**src/common/power_good_out_clk_pkg.sv**
```systemverilog
// Constants, types and helpers for the power-good and clock-source control block
// How it works
// - Select bit clear: internal oscillator, PLL off
// - Select bit set: PLL on, external clock preferred
// - External clock appearing or vanishing raises event while select bit set
// - Frequency code means code plus one MHz
// - Polarity bit picks valid output level
// - Drive bit: push-pull or open-drain output
// - Linear window bit: undervoltage only or both
// - Buck window bit: undervoltage only or both
// - Four source bits pick monitored rails
// - Thermal gating forces output inactive on warning
// - Fault gating: live status or latched flags
// - Mode bit: gated or continuous operation
// - Monitored failing rail latches its fault flag
// - Write one clears fault only if valid
// - Software reset restores defaults, reloads, resets interface
// - Software reset bit clears itself afterwards
// - Output falling inactive latches lost flag
// - External clock change latches clock flag while select bit set
// - Software reset sets reset-occurred flag, disables regulators
package power_good_out_clk_pkg;
   localparam logic [7:0] ADDR_CLOCK_SOURCE  = 8'h14;
   localparam logic [7:0] ADDR_PG_CTRL_ONE   = 8'h15;
   localparam logic [7:0] ADDR_PG_CTRL_TWO   = 8'h16;
   localparam logic [7:0] ADDR_RAIL_FAULT    = 8'h17;
   localparam logic [7:0] ADDR_SOFT_RESET    = 8'h18;
   localparam logic [7:0] ADDR_INT_TOP       = 8'h19;
   localparam logic [7:0] ADDR_INT_RESET     = 8'h1a;

   localparam logic [7:0] CLOCK_SOURCE_RST   = 8'h01;
   localparam logic [7:0] PG_CTRL_ONE_RST    = 8'h70;
   localparam logic [7:0] PG_CTRL_TWO_RST    = 8'h01;

   localparam int unsigned PLL_SELECT_BIT    = 6;
   localparam int unsigned FREQ_MSB          = 4;
   localparam int unsigned POLARITY_BIT      = 7;
   localparam int unsigned DRIVE_TYPE_BIT    = 6;
   localparam int unsigned LINEAR_WINDOW_BIT = 5;
   localparam int unsigned BUCK_WINDOW_BIT   = 4;
   localparam int unsigned SOURCE_MSB        = 3;
   localparam int unsigned THERMAL_GATE_BIT  = 2;
   localparam int unsigned FAULT_GATE_BIT    = 1;
   localparam int unsigned MODE_BIT          = 0;
   localparam int unsigned SOFT_RESET_BIT    = 0;
   localparam int unsigned PG_LOST_BIT       = 7;
   localparam int unsigned EXT_CLOCK_BIT     = 4;
   localparam int unsigned RESET_FLAG_BIT    = 0;

   typedef enum logic [1:0]
   {
      CLK_INTERNAL = 2'b00,
      CLK_PLL_WAIT = 2'b01,
      CLK_EXTERNAL = 2'b10
   } clock_state_t;

   // Frequency in MHz of a code; codes above 0x17 are not to be used
   function automatic logic [5:0] freq_mhz(input logic [4:0] code);
      freq_mhz = {1'b0, code} + 6'h01;
   endfunction : freq_mhz
endpackage : power_good_out_clk_pkg

```
**src/power_good_clock_ctrl.sv**
```systemverilog
// Register file, fault latches, flags, power-good pin and software reset
`timescale 1ns/1ns
`default_nettype none
module power_good_clock_ctrl
(
   input  wire logic       clk_i,
   input  wire logic       rst_i,
   // Register access port delivered by the serial interface engine
   input  wire logic [7:0] addr_i,
   input  wire logic [7:0] wdata_i,
   input  wire logic       wr_en_i,
   input  wire logic       rd_en_i,
   output logic [7:0]      rdata_o,
   // Rail and system status
   input  wire logic [3:0] rail_uv_ok_i,
   input  wire logic [3:0] rail_ov_ok_i,
   input  wire logic       thermal_warning_i,
   input  wire logic       regulators_active_i,
   input  wire logic       ext_clock_present_i,
   // Power-good pin
   output logic            power_good_out_o,
   output logic            power_good_oe_o,
   // Clock source control
   output logic            pll_enable_o,
   output logic            use_ext_clock_o,
   output logic [4:0]      ext_clock_freq_code_o,
   output logic [5:0]      ext_clock_mhz_o,
   // Software reset side effects
   output logic            otp_reload_o,
   output logic            i2c_reset_o,
   output logic            regulators_disable_o
);
   logic [7:0] clock_source;
   logic [7:0] pg_ctrl_one;
   logic [7:0] pg_ctrl_two;
   logic [3:0] rail_fault;
   logic       pg_lost_flag;
   logic       ext_clock_flag;
   logic       reset_flag;
   logic       soft_reset;
   logic       pg_active_q;
   logic [7:0] next_clock_source;
   logic [7:0] next_pg_ctrl_one;
   logic [7:0] next_pg_ctrl_two;
   logic [3:0] next_rail_fault;
   logic       next_pg_lost_flag;
   logic       next_ext_clock_flag;
   logic       next_reset_flag;
   logic       next_soft_reset;
   logic       next_pg_active_q;
   logic [7:0] next_rdata;
   logic       next_pg_out;
   logic       next_pg_oe;
   logic [5:0] next_mhz;
   logic [4:0] next_code;

   logic [3:0] rail_valid;
   logic       pg_active;
   logic       clock_event;
   logic       pg_level;
   logic       wr_fault;
   logic       wr_int_top;
   logic       wr_int_reset;
   logic [3:0] source_enable;
   logic [3:0] fault_clear;

   // Strobe qualified by an exact register address
   function automatic logic reg_hit
   (
      input logic       strobe,
      input logic [7:0] addr,
      input logic [7:0] target
   );
      reg_hit = strobe && (addr == target);
   endfunction : reg_hit

   assign source_enable = pg_ctrl_one[power_good_out_clk_pkg::SOURCE_MSB:0];

   clock_source_select u_clock_select
   (
      .clk_i          (clk_i),
      .rst_i          (rst_i | soft_reset),
      .pll_select_i   (clock_source[power_good_out_clk_pkg::PLL_SELECT_BIT]),
      .ext_present_i  (ext_clock_present_i),
      .pll_enable_o   (pll_enable_o),
      .use_external_o (use_ext_clock_o),
      .clock_event_o  (clock_event)
   );

   power_good_eval u_eval
   (
      .uv_ok_i             (rail_uv_ok_i),
      .ov_ok_i             (rail_ov_ok_i),
      .linear_window_i     (pg_ctrl_one[power_good_out_clk_pkg::LINEAR_WINDOW_BIT]),
      .buck_window_i       (pg_ctrl_one[power_good_out_clk_pkg::BUCK_WINDOW_BIT]),
      .source_enable_i     (source_enable),
      .rail_fault_i        (rail_fault),
      .fault_gating_i      (pg_ctrl_two[power_good_out_clk_pkg::FAULT_GATE_BIT]),
      .thermal_gating_i    (pg_ctrl_two[power_good_out_clk_pkg::THERMAL_GATE_BIT]),
      .thermal_warning_i   (thermal_warning_i),
      .mode_continuous_i   (pg_ctrl_two[power_good_out_clk_pkg::MODE_BIT]),
      .regulators_active_i (regulators_active_i),
      .rail_valid_o        (rail_valid),
      .pg_active_o         (pg_active)
   );

   assign wr_fault     = reg_hit(wr_en_i, addr_i, power_good_out_clk_pkg::ADDR_RAIL_FAULT);
   assign wr_int_top   = reg_hit(wr_en_i, addr_i, power_good_out_clk_pkg::ADDR_INT_TOP);
   assign wr_int_reset = reg_hit(wr_en_i, addr_i, power_good_out_clk_pkg::ADDR_INT_RESET);

   // A write of one clears a fault only while its rail is valid
   assign fault_clear  = {4{wr_fault}} & wdata_i[3:0] & rail_valid;

   // Valid level is high unless the polarity bit inverts it
   assign pg_level = pg_active ^ pg_ctrl_one[power_good_out_clk_pkg::POLARITY_BIT];

   // Control registers and the software reset request
   always_comb
   begin
      next_clock_source   = clock_source;
      next_pg_ctrl_one    = pg_ctrl_one;
      next_pg_ctrl_two    = pg_ctrl_two;
      next_soft_reset     = 1'b0;
      if (soft_reset)
      begin
         // Everything returns to defaults; writes in this cycle are dropped
         next_clock_source   = power_good_out_clk_pkg::CLOCK_SOURCE_RST;
         next_pg_ctrl_one    = power_good_out_clk_pkg::PG_CTRL_ONE_RST;
         next_pg_ctrl_two    = power_good_out_clk_pkg::PG_CTRL_TWO_RST;
      end
      else if (wr_en_i)
      begin
         case (addr_i)
            power_good_out_clk_pkg::ADDR_CLOCK_SOURCE:
               next_clock_source = wdata_i;
            power_good_out_clk_pkg::ADDR_PG_CTRL_ONE:
               next_pg_ctrl_one = wdata_i;
            power_good_out_clk_pkg::ADDR_PG_CTRL_TWO:
               next_pg_ctrl_two = wdata_i;
            power_good_out_clk_pkg::ADDR_SOFT_RESET:
               next_soft_reset = wdata_i[power_good_out_clk_pkg::SOFT_RESET_BIT];
            default:
               next_soft_reset = 1'b0;
         endcase
      end
   end

   // Fault latches and event flags; a set in the same cycle as a clear wins
   always_comb
   begin
      next_pg_active_q    = pg_active;
      // A rail that is monitored and invalid latches again at once
      next_rail_fault     = (rail_fault & ~fault_clear)
                          | (source_enable & ~rail_valid);
      next_pg_lost_flag   = (pg_lost_flag
                          & ~(wr_int_top & wdata_i[power_good_out_clk_pkg::PG_LOST_BIT]))
                          | (pg_active_q & ~pg_active);
      next_ext_clock_flag = (ext_clock_flag
                          & ~(wr_int_top & wdata_i[power_good_out_clk_pkg::EXT_CLOCK_BIT]))
                          | clock_event;
      next_reset_flag     = reset_flag
                          & ~(wr_int_reset & wdata_i[power_good_out_clk_pkg::RESET_FLAG_BIT]);
      if (soft_reset)
      begin
         next_rail_fault     = 4'h0;
         next_pg_lost_flag   = 1'b0;
         next_ext_clock_flag = 1'b0;
         next_pg_active_q    = 1'b0;
         next_reset_flag     = 1'b1;
      end
   end

   // Pin drive and frequency readout
   always_comb
   begin
      if (pg_ctrl_one[power_good_out_clk_pkg::DRIVE_TYPE_BIT])
      begin
         next_pg_out = 1'b0;
         next_pg_oe  = ~pg_level;
      end
      else
      begin
         next_pg_out = pg_level;
         next_pg_oe  = 1'b1;
      end
      if (soft_reset)
      begin
         next_pg_out = 1'b0;
         next_pg_oe  = 1'b0;
      end
      next_code = clock_source[power_good_out_clk_pkg::FREQ_MSB:0];
      next_mhz = power_good_out_clk_pkg::freq_mhz(clock_source[power_good_out_clk_pkg::FREQ_MSB:0]);
   end

   // Read data, registered one cycle after the read strobe
   always_comb
   begin
      next_rdata = rdata_o;
      if (rd_en_i)
      begin
         case (addr_i)
            power_good_out_clk_pkg::ADDR_CLOCK_SOURCE:
               next_rdata = clock_source;
            power_good_out_clk_pkg::ADDR_PG_CTRL_ONE:
               next_rdata = pg_ctrl_one;
            power_good_out_clk_pkg::ADDR_PG_CTRL_TWO:
               next_rdata = pg_ctrl_two;
            power_good_out_clk_pkg::ADDR_RAIL_FAULT:
               next_rdata = {4'h0, rail_fault};
            power_good_out_clk_pkg::ADDR_SOFT_RESET:
               next_rdata = {7'h00, soft_reset};
            power_good_out_clk_pkg::ADDR_INT_TOP:
            begin
               next_rdata = 8'h00;
               next_rdata[power_good_out_clk_pkg::PG_LOST_BIT]   = pg_lost_flag;
               next_rdata[power_good_out_clk_pkg::EXT_CLOCK_BIT] = ext_clock_flag;
            end
            power_good_out_clk_pkg::ADDR_INT_RESET:
               next_rdata = {7'h00, reset_flag};
            default:
               next_rdata = 8'h00;
         endcase
      end
      if (soft_reset)
         next_rdata = 8'h00;
   end

   // Control registers
   always_ff @(posedge clk_i)
   begin
      if (rst_i)
      begin
         clock_source <= power_good_out_clk_pkg::CLOCK_SOURCE_RST;
         pg_ctrl_one  <= power_good_out_clk_pkg::PG_CTRL_ONE_RST;
         pg_ctrl_two  <= power_good_out_clk_pkg::PG_CTRL_TWO_RST;
         soft_reset   <= 1'b0;
      end
      else
      begin
         clock_source <= next_clock_source;
         pg_ctrl_one  <= next_pg_ctrl_one;
         pg_ctrl_two  <= next_pg_ctrl_two;
         soft_reset   <= next_soft_reset;
      end
   end

   // Fault latches and flags
   always_ff @(posedge clk_i)
   begin
      if (rst_i)
      begin
         rail_fault     <= 4'h0;
         pg_lost_flag   <= 1'b0;
         ext_clock_flag <= 1'b0;
         reset_flag     <= 1'b0;
         pg_active_q    <= 1'b0;
      end
      else
      begin
         rail_fault     <= next_rail_fault;
         pg_lost_flag   <= next_pg_lost_flag;
         ext_clock_flag <= next_ext_clock_flag;
         reset_flag     <= next_reset_flag;
         pg_active_q    <= next_pg_active_q;
      end
   end

   // Pin and frequency outputs
   always_ff @(posedge clk_i)
   begin
      if (rst_i)
      begin
         power_good_out_o      <= 1'b0;
         power_good_oe_o       <= 1'b0;
         ext_clock_freq_code_o <= power_good_out_clk_pkg::CLOCK_SOURCE_RST[power_good_out_clk_pkg::FREQ_MSB:0];
         ext_clock_mhz_o       <= power_good_out_clk_pkg::freq_mhz(
                                     power_good_out_clk_pkg::CLOCK_SOURCE_RST[power_good_out_clk_pkg::FREQ_MSB:0]);
      end
      else
      begin
         power_good_out_o      <= next_pg_out;
         power_good_oe_o       <= next_pg_oe;
         ext_clock_freq_code_o <= next_code;
         ext_clock_mhz_o       <= next_mhz;
      end
   end

   // Read data
   always_ff @(posedge clk_i)
   begin
      if (rst_i)
      begin
         rdata_o <= 8'h00;
      end
      else
      begin
         rdata_o <= next_rdata;
      end
   end

   // Side effects of a software reset last exactly the one cycle it is applied
   assign otp_reload_o         = soft_reset;
   assign i2c_reset_o          = soft_reset;
   assign regulators_disable_o = soft_reset;
endmodule : power_good_clock_ctrl
`default_nettype wire

```
**src/clock_source_select.sv**
```systemverilog
// Choice between internal oscillator and external clock through the PLL
`timescale 1ns/1ns
`default_nettype none
module clock_source_select
(
   input  wire logic clk_i,
   input  wire logic rst_i,
   input  wire logic pll_select_i,
   input  wire logic ext_present_i,
   output logic      pll_enable_o,
   output logic      use_external_o,
   output logic      clock_event_o
);
   power_good_out_clk_pkg::clock_state_t state;
   power_good_out_clk_pkg::clock_state_t next_state;
   logic                        next_event;

   always_comb
   begin
      next_state = state;
      next_event = 1'b0;
      case (state)
         power_good_out_clk_pkg::CLK_INTERNAL:
            if (pll_select_i)
               next_state = power_good_out_clk_pkg::CLK_PLL_WAIT;
         power_good_out_clk_pkg::CLK_PLL_WAIT:
            if (!pll_select_i)
               next_state = power_good_out_clk_pkg::CLK_INTERNAL;
            else if (ext_present_i)
            begin
               next_state = power_good_out_clk_pkg::CLK_EXTERNAL;
               next_event = 1'b1;
            end
         power_good_out_clk_pkg::CLK_EXTERNAL:
            if (!pll_select_i)
               next_state = power_good_out_clk_pkg::CLK_INTERNAL;
            else if (!ext_present_i)
            begin
               next_state = power_good_out_clk_pkg::CLK_PLL_WAIT;
               next_event = 1'b1;
            end
         default:
            next_state = power_good_out_clk_pkg::CLK_INTERNAL;
      endcase
   end

   always_ff @(posedge clk_i)
   begin
      if (rst_i)
      begin
         state         <= power_good_out_clk_pkg::CLK_INTERNAL;
         clock_event_o <= 1'b0;
      end
      else
      begin
         state         <= next_state;
         clock_event_o <= next_event;
      end
   end

   assign pll_enable_o   = (state != power_good_out_clk_pkg::CLK_INTERNAL);
   assign use_external_o = (state == power_good_out_clk_pkg::CLK_EXTERNAL);
endmodule : clock_source_select
`default_nettype wire

```
**src/power_good_eval.sv**
```systemverilog
// Combinational evaluation of rail validity and the power-good condition
`timescale 1ns/1ns
`default_nettype none
module power_good_eval
(
   input  wire logic [3:0] uv_ok_i,
   input  wire logic [3:0] ov_ok_i,
   input  wire logic       linear_window_i,
   input  wire logic       buck_window_i,
   input  wire logic [3:0] source_enable_i,
   input  wire logic [3:0] rail_fault_i,
   input  wire logic       fault_gating_i,
   input  wire logic       thermal_gating_i,
   input  wire logic       thermal_warning_i,
   input  wire logic       mode_continuous_i,
   input  wire logic       regulators_active_i,
   output logic [3:0]      rail_valid_o,
   output logic            pg_active_o
);
   logic live_ok;
   logic fault_ok;

   always_comb
   begin
      // Bits 3..2 linear regulators, 1..0 bucks
      rail_valid_o[3:2] = uv_ok_i[3:2] & (ov_ok_i[3:2] | {2{~linear_window_i}});
      rail_valid_o[1:0] = uv_ok_i[1:0] & (ov_ok_i[1:0] | {2{~buck_window_i}});
      live_ok     = &(rail_valid_o | ~source_enable_i);
      fault_ok    = ~|rail_fault_i;
      pg_active_o = fault_gating_i ? fault_ok : live_ok;
      if (thermal_gating_i && thermal_warning_i)
         pg_active_o = 1'b0;
      if (!mode_continuous_i && !regulators_active_i)
         pg_active_o = 1'b0;
   end
endmodule : power_good_eval
`default_nettype wire

```
**config.mk**
```make
export PLATFORM = sky130hd
export DESIGN_NAME = power_good_clock_ctrl
export DESIGN_NICKNAME = d
export VERILOG_FILES = /design/src/common/power_good_out_clk_pkg.sv /design/src/power_good_clock_ctrl.sv /design/src/clock_source_select.sv /design/src/power_good_eval.sv
export SDC_FILE = /design/constraint.sdc
export NUM_CORES = 1
export LEC_CHECK = 0
export BUFFER_PORTS_ARGS = -buffer_cell sky130_fd_sc_hd__buf_2
export CORE_MARGIN = 5
export CORE_UTILIZATION = 35
export CTS_CLUSTER_DIAMETER = 150
export DETAILED_ROUTE_END_ITERATION = 10
export PLACE_DENSITY = 0.68
export SYNTH_ARGS = -nofsm -noshare
export SYNTH_HDL_FRONTEND = slang
export SYNTH_SLANG_ARGS = --single-unit
```
**constraint.sdc**
```tcl
create_clock -name clk_i -period 1.5 [get_ports clk_i]
set_input_delay 0.075 -clock clk_i [delete_from_list [all_inputs] [get_ports clk_i]]
set_output_delay 0.075 -clock clk_i [all_outputs]
set_load 0.1 [all_outputs]
```
==> out/qor.json <==
{
  "status": {"value": "complete, no violations"},
  "worst_setup_path_startpoint": {"value": "u_clock_select.state[0]"},
  "internal_power": {"value": 0.00264, "unit": "W"},
  "grt.total_usage": {"value": 16.1, "unit": "%"},
  "clkTransAtPathRegs": {"value": 0.06, "unit": "ns"},
  "cts_tree": {"value": "done"},
  "chipHeight": {"value": 95.1, "unit": "µm"},
  "required": {"value": 1.77, "unit": "ns"},
  "preCtsSetupSlack": {"value": -0.0315, "unit": "ns"},
  "cp_max_fo": {"value": 4},
  "drcViolationCount": {"value": 0},
  "grt_first_pass_wirelength": {"value": 11100, "unit": "µm"},
  "finalSetupViolations": {"value": 0},
  "power.switching_fraction": {"value": 22.5, "unit": "%"},
  "leakage": {"value": 1.43, "unit": "nW"},
  "start_util": {"value": 35.5, "unit": "%"},
  "slew_at_the_pin_closest_to_its_max_slew_limit": {"value": 0.506, "unit": "ns"},
  "mostFrequentLayoutCells": {"value": "54 x sky130_fd_sc_hd__buf_2, 52 x sky130_fd_sc_hd__dfxtp_1, 30 x sky130_fd_sc_hd__nor2_1"},
  "max_freq": {"value": 681, "unit": "MHz"},
  "core.rowCount": {"value": 31},
  "vdd_ir_drop_max": {"value": 0.382, "unit": "mV"},
  "cell_area_power_density": {"value": 975, "unit": "nW/µm²"},
  "largest_net_degree_at_the_start_of_global_routing": {"value": 17},
  "postSynthRegisterBits": {"value": 57},
  "clk_latency": {"value": 0.34, "unit": "ns"},
  "clock_skew": {"value": 0.00795, "unit": "ns"},
  "critical_path.reg2reg.startpoint": {"value": "u_clock_select.state[0]"},
  "boundaryPins": {"value": 57},
  "synth-xor-area-share": {"value": 1.38, "unit": "%"},
  "drt.antenna.violating_nets": {"value": 0},
  "synth_cells": {"value": 280},
  "route.final.wire_length": {"value": 6740, "unit": "µm"},
  "synth.avg_cell_area": {"value": 9.06, "unit": "µm²"},
  "setup_repair_after_global_routing_missed_its_margin": {"value": "true"},
  "clock_sinks": {"value": 57},
  "die-width": {"value": 95.1, "unit": "µm"},
  "final_net_count": {"value": 402},
  "postLayoutCoreUtil": {"value": 49.0, "unit": "%"},
  "combinational_family_with_the_most_area_after_synthesis": {"value": "simple AND/OR/NAND/NOR gates"},
  "worstReg2RegEnd": {"value": "u_clock_select.state[0]"},
  "via_count_of_the_first_global_routing_pass": {"value": 2277},
  "timing.critical_path.cells": {"value": "inv_2 -> ha_4 -> ha_4 -> o21ai_2 -> o21ai_2 -> or3_1 -> a21oi_2"},
  "ff2ff_path_depth": {"value": 7},
  "synth_compound_area_share": {"value": 14.5, "unit": "%"},
  "insertedDiodeCount": {"value": 0},
  "violation_count_after_the_first_detailed_route_iteration": {"value": 124},
  "period_needed": {"value": 1.47, "unit": "ns"},
  "synthesis.area": {"value": 2540, "unit": "µm²"},
  "fp.dieArea": {"value": 9050, "unit": "µm²"},
  "relSlewSlack": {"value": 66.5, "unit": "%"},
  "setup.worst_path.start_class": {"value": "flop"},
  "gr-total-overflow": {"value": 0},
  "vias": {"value": 2307},
  "layout-drive-gt1-share": {"value": 37.3, "unit": "%"},
  "wl_per_cell": {"value": 14.4, "unit": "µm"},
  "slew_viol_final": {"value": 0},
  "synth_seq_area_share": {"value": 45.0, "unit": "%"},
  "timing.hold.worst_path_depth": {"value": 3},
  "grt_antenna_before_repair": {"value": 0},
  "port-buffer-count": {"value": 56},
  "ys_dominant_reg_cell": {"value": "sky130_fd_sc_hd__dfxtp_1"},
  "total_switching_power": {"value": 0.000766, "unit": "W"},
  "area_delta_synth_final": {"value": 37.9, "unit": "%"},
  "max_cap_violation_count": {"value": 0},
  "synth.area.mux_share": {"value": 10.7, "unit": "%"},
  "numCtsBuffers": {"value": 9},
  "critPathKind": {"value": "reg -> reg"},
  "core_area": {"value": 7140, "unit": "µm²"},
  "final_hold_viol_count": {"value": 0},
  "r2r_setup_slack": {"value": 0.03, "unit": "ns"},
  "critical_path.slowest_cell": {"value": "sky130_fd_sc_hd__or3_1"},
  "hold_removal_path_class": {"value": "in -> reg"},
  "cts_htree_levels": {"value": 3},
  "post-route-period-util": {"value": 97.9, "unit": "%"},
  "synthAdderAreaFrac": {"value": 2.96, "unit": "%"},
  "mostFrequentLayoutCell": {"value": "sky130_fd_sc_hd__buf_2"},
  "detailed_place_hpwl": {"value": 5110, "unit": "µm"},
  "synth-edff-count": {"value": 0},
  "cp-endpoint": {"value": "u_clock_select.state[0]"},
  "max_stage_delay": {"value": 0.37, "unit": "ns"},
  "endpoint_kind": {"value": "flop"},
  "cts_root_buffer": {"value": "sky130_fd_sc_hd__clkbuf_8"},
  "cp.arrival": {"value": 1.73, "unit": "ns"},
  "dr.pass1.iters": {"value": 4},
  "synth_async_sr_flop_share": {"value": 0, "unit": "%"},
  "fin_ws": {"value": 0.0316, "unit": "ns"},
  "comb_power_share": {"value": 7.1, "unit": "%"},
  "cts_max_path_buffers": {"value": 2},
  "vias_per_cell": {"value": 4.92},
  "routabilityCongestion": {"value": 0.846},
  "synth.lib_cells_used.distinct": {"value": 41},
  "share_clk_of_total_power": {"value": 48.3, "unit": "%"},
  "synth.yosys.warnings": {"value": 0},
  "seq_power_share": {"value": 44.6, "unit": "%"},
  "synth_net_count": {"value": 317},
  "synth-simple-area-share": {"value": 21.3, "unit": "%"}
}
[flip-flops by register name, indices dropped and copies added, names as in the netlist]
name                          flops
clock_source                      8
pg_ctrl_one                       8
pg_ctrl_two                       8
rdata_o                           8
ext_clock_mhz_o                   6
ext_clock_freq_code_o             5
rail_fault                        4
u_clock_select.state              2
ext_clock_flag                    1
i2c_reset_o                       1
pg_active_q                       1
pg_lost_flag                      1
power_good_oe_o                   1
power_good_out_o                  1
reset_flag                        1
u_clock_select.clock_event_o      1
[per-stage QoR]
step	TNS [ns]	instances	area (µm²)	power, W	hold WS [ns]
5_1_grt	-0.0432	469	3500	0.00354	0.00795
3_5_place_dp	-0.0315	449	3140	0.00179	0.359
2_1_floorplan	-0.299	280	2570	0.00167	0.151
6_report	0	469	3500	0.00341	0.0274
3_3_place_gp	0	449	3140	0.00178	0.363
4_1_cts	-0.000221	467	3420	0.00343	0.00250
[synth_stat cells, drive strengths merged (5+ instances only)]
cell | number | area [µm²]
a21oi | 20 | 100
buf | 6 | 36.3
clkbuf | 5 | 18.8
dfxtp | 57 | 1140
ha | 6 | 75.1
inv | 14 | 52.6
mux2i | 18 | 180
nand2 | 23 | 86.3
nand3 | 11 | 55.1
nor2 | 31 | 119
nor2b | 17 | 106
o211ai | 8 | 60.1
o21ai | 25 | 125
[how the worst min path moves through the flow]
stage / start / end
4_1_cts: wdata_i[5] / pg_ctrl_two[5]
3_5_place_dp: wdata_i[6] / pg_ctrl_two[6]
3_3_place_gp: wdata_i[6] / pg_ctrl_two[6]
5_1_grt: wdata_i[3] / pg_ctrl_two[3]
2_1_floorplan: rst_i / ext_clock_mhz_o[5]
6_report: wdata_i[3] / pg_ctrl_two[3]
[power by group through the flow]
stage / clock (W) / combinational, W / sequential (W)
finish: 0.00165 / 0.000243 / 0.00152
global route: 0.00175 / 0.000263 / 0.00152
CTS: 0.00168 / 0.000236 / 0.00152
detailed placement: 0 / 0.000231 / 0.00155
global placement: 0 / 0.000228 / 0.00155
floorplan: 0 / 0.000109 / 0.00156
[layout make-up]
class | count | area (µm²)
fill | 716 | 3640
multi-input combinational | 198 | 1400
sequential | 57 | 1150
timing repair buffer | 85 | 533
clock buffer | 12 | 155
tap | 99 | 124
clock inverter | 4 | 73.8
inverter | 14 | 56.3
[cell families after synthesis]
logic type / count (synthesis)
XOR/XNOR: 4
flip-flops: 57
adder cells (fa/ha/maj): 6
multiplexers: 22
buffers and inverters: 25
AND/OR/NAND/NOR: 103
AO/OA/AOI/OAI: 63
[critical path: cells and delay by family (launching register included)]
kind	cells	cell delay (ns)
flops	1	0.36
compound gates	3	0.31
fa+ha+maj	2	0.31
simple gates	1	0.37
buf+inv	1	0.06
[timing repair]
item,CTS,global route
setup buffers,1,1
hold buffers,1,1
endpoints found under the hold margin,1,1
pin swaps,4,7
cloned,0,0
gates resized for setup,7,17
endpoints found under the setup margin,4,4
[per-layer routing]
layer / wire length (µm) / global-route usage (%) / up-vias
li1: - / - / 1152
met1: 3130 / 21.3 / 1083
met2: 3100 / 24.1 / 66
met3: 433 / 4.89 / 6
met4: 85 / 7.33 / 0
met5: 0 / 0 / -
Power figures use the tool's default switching activity.
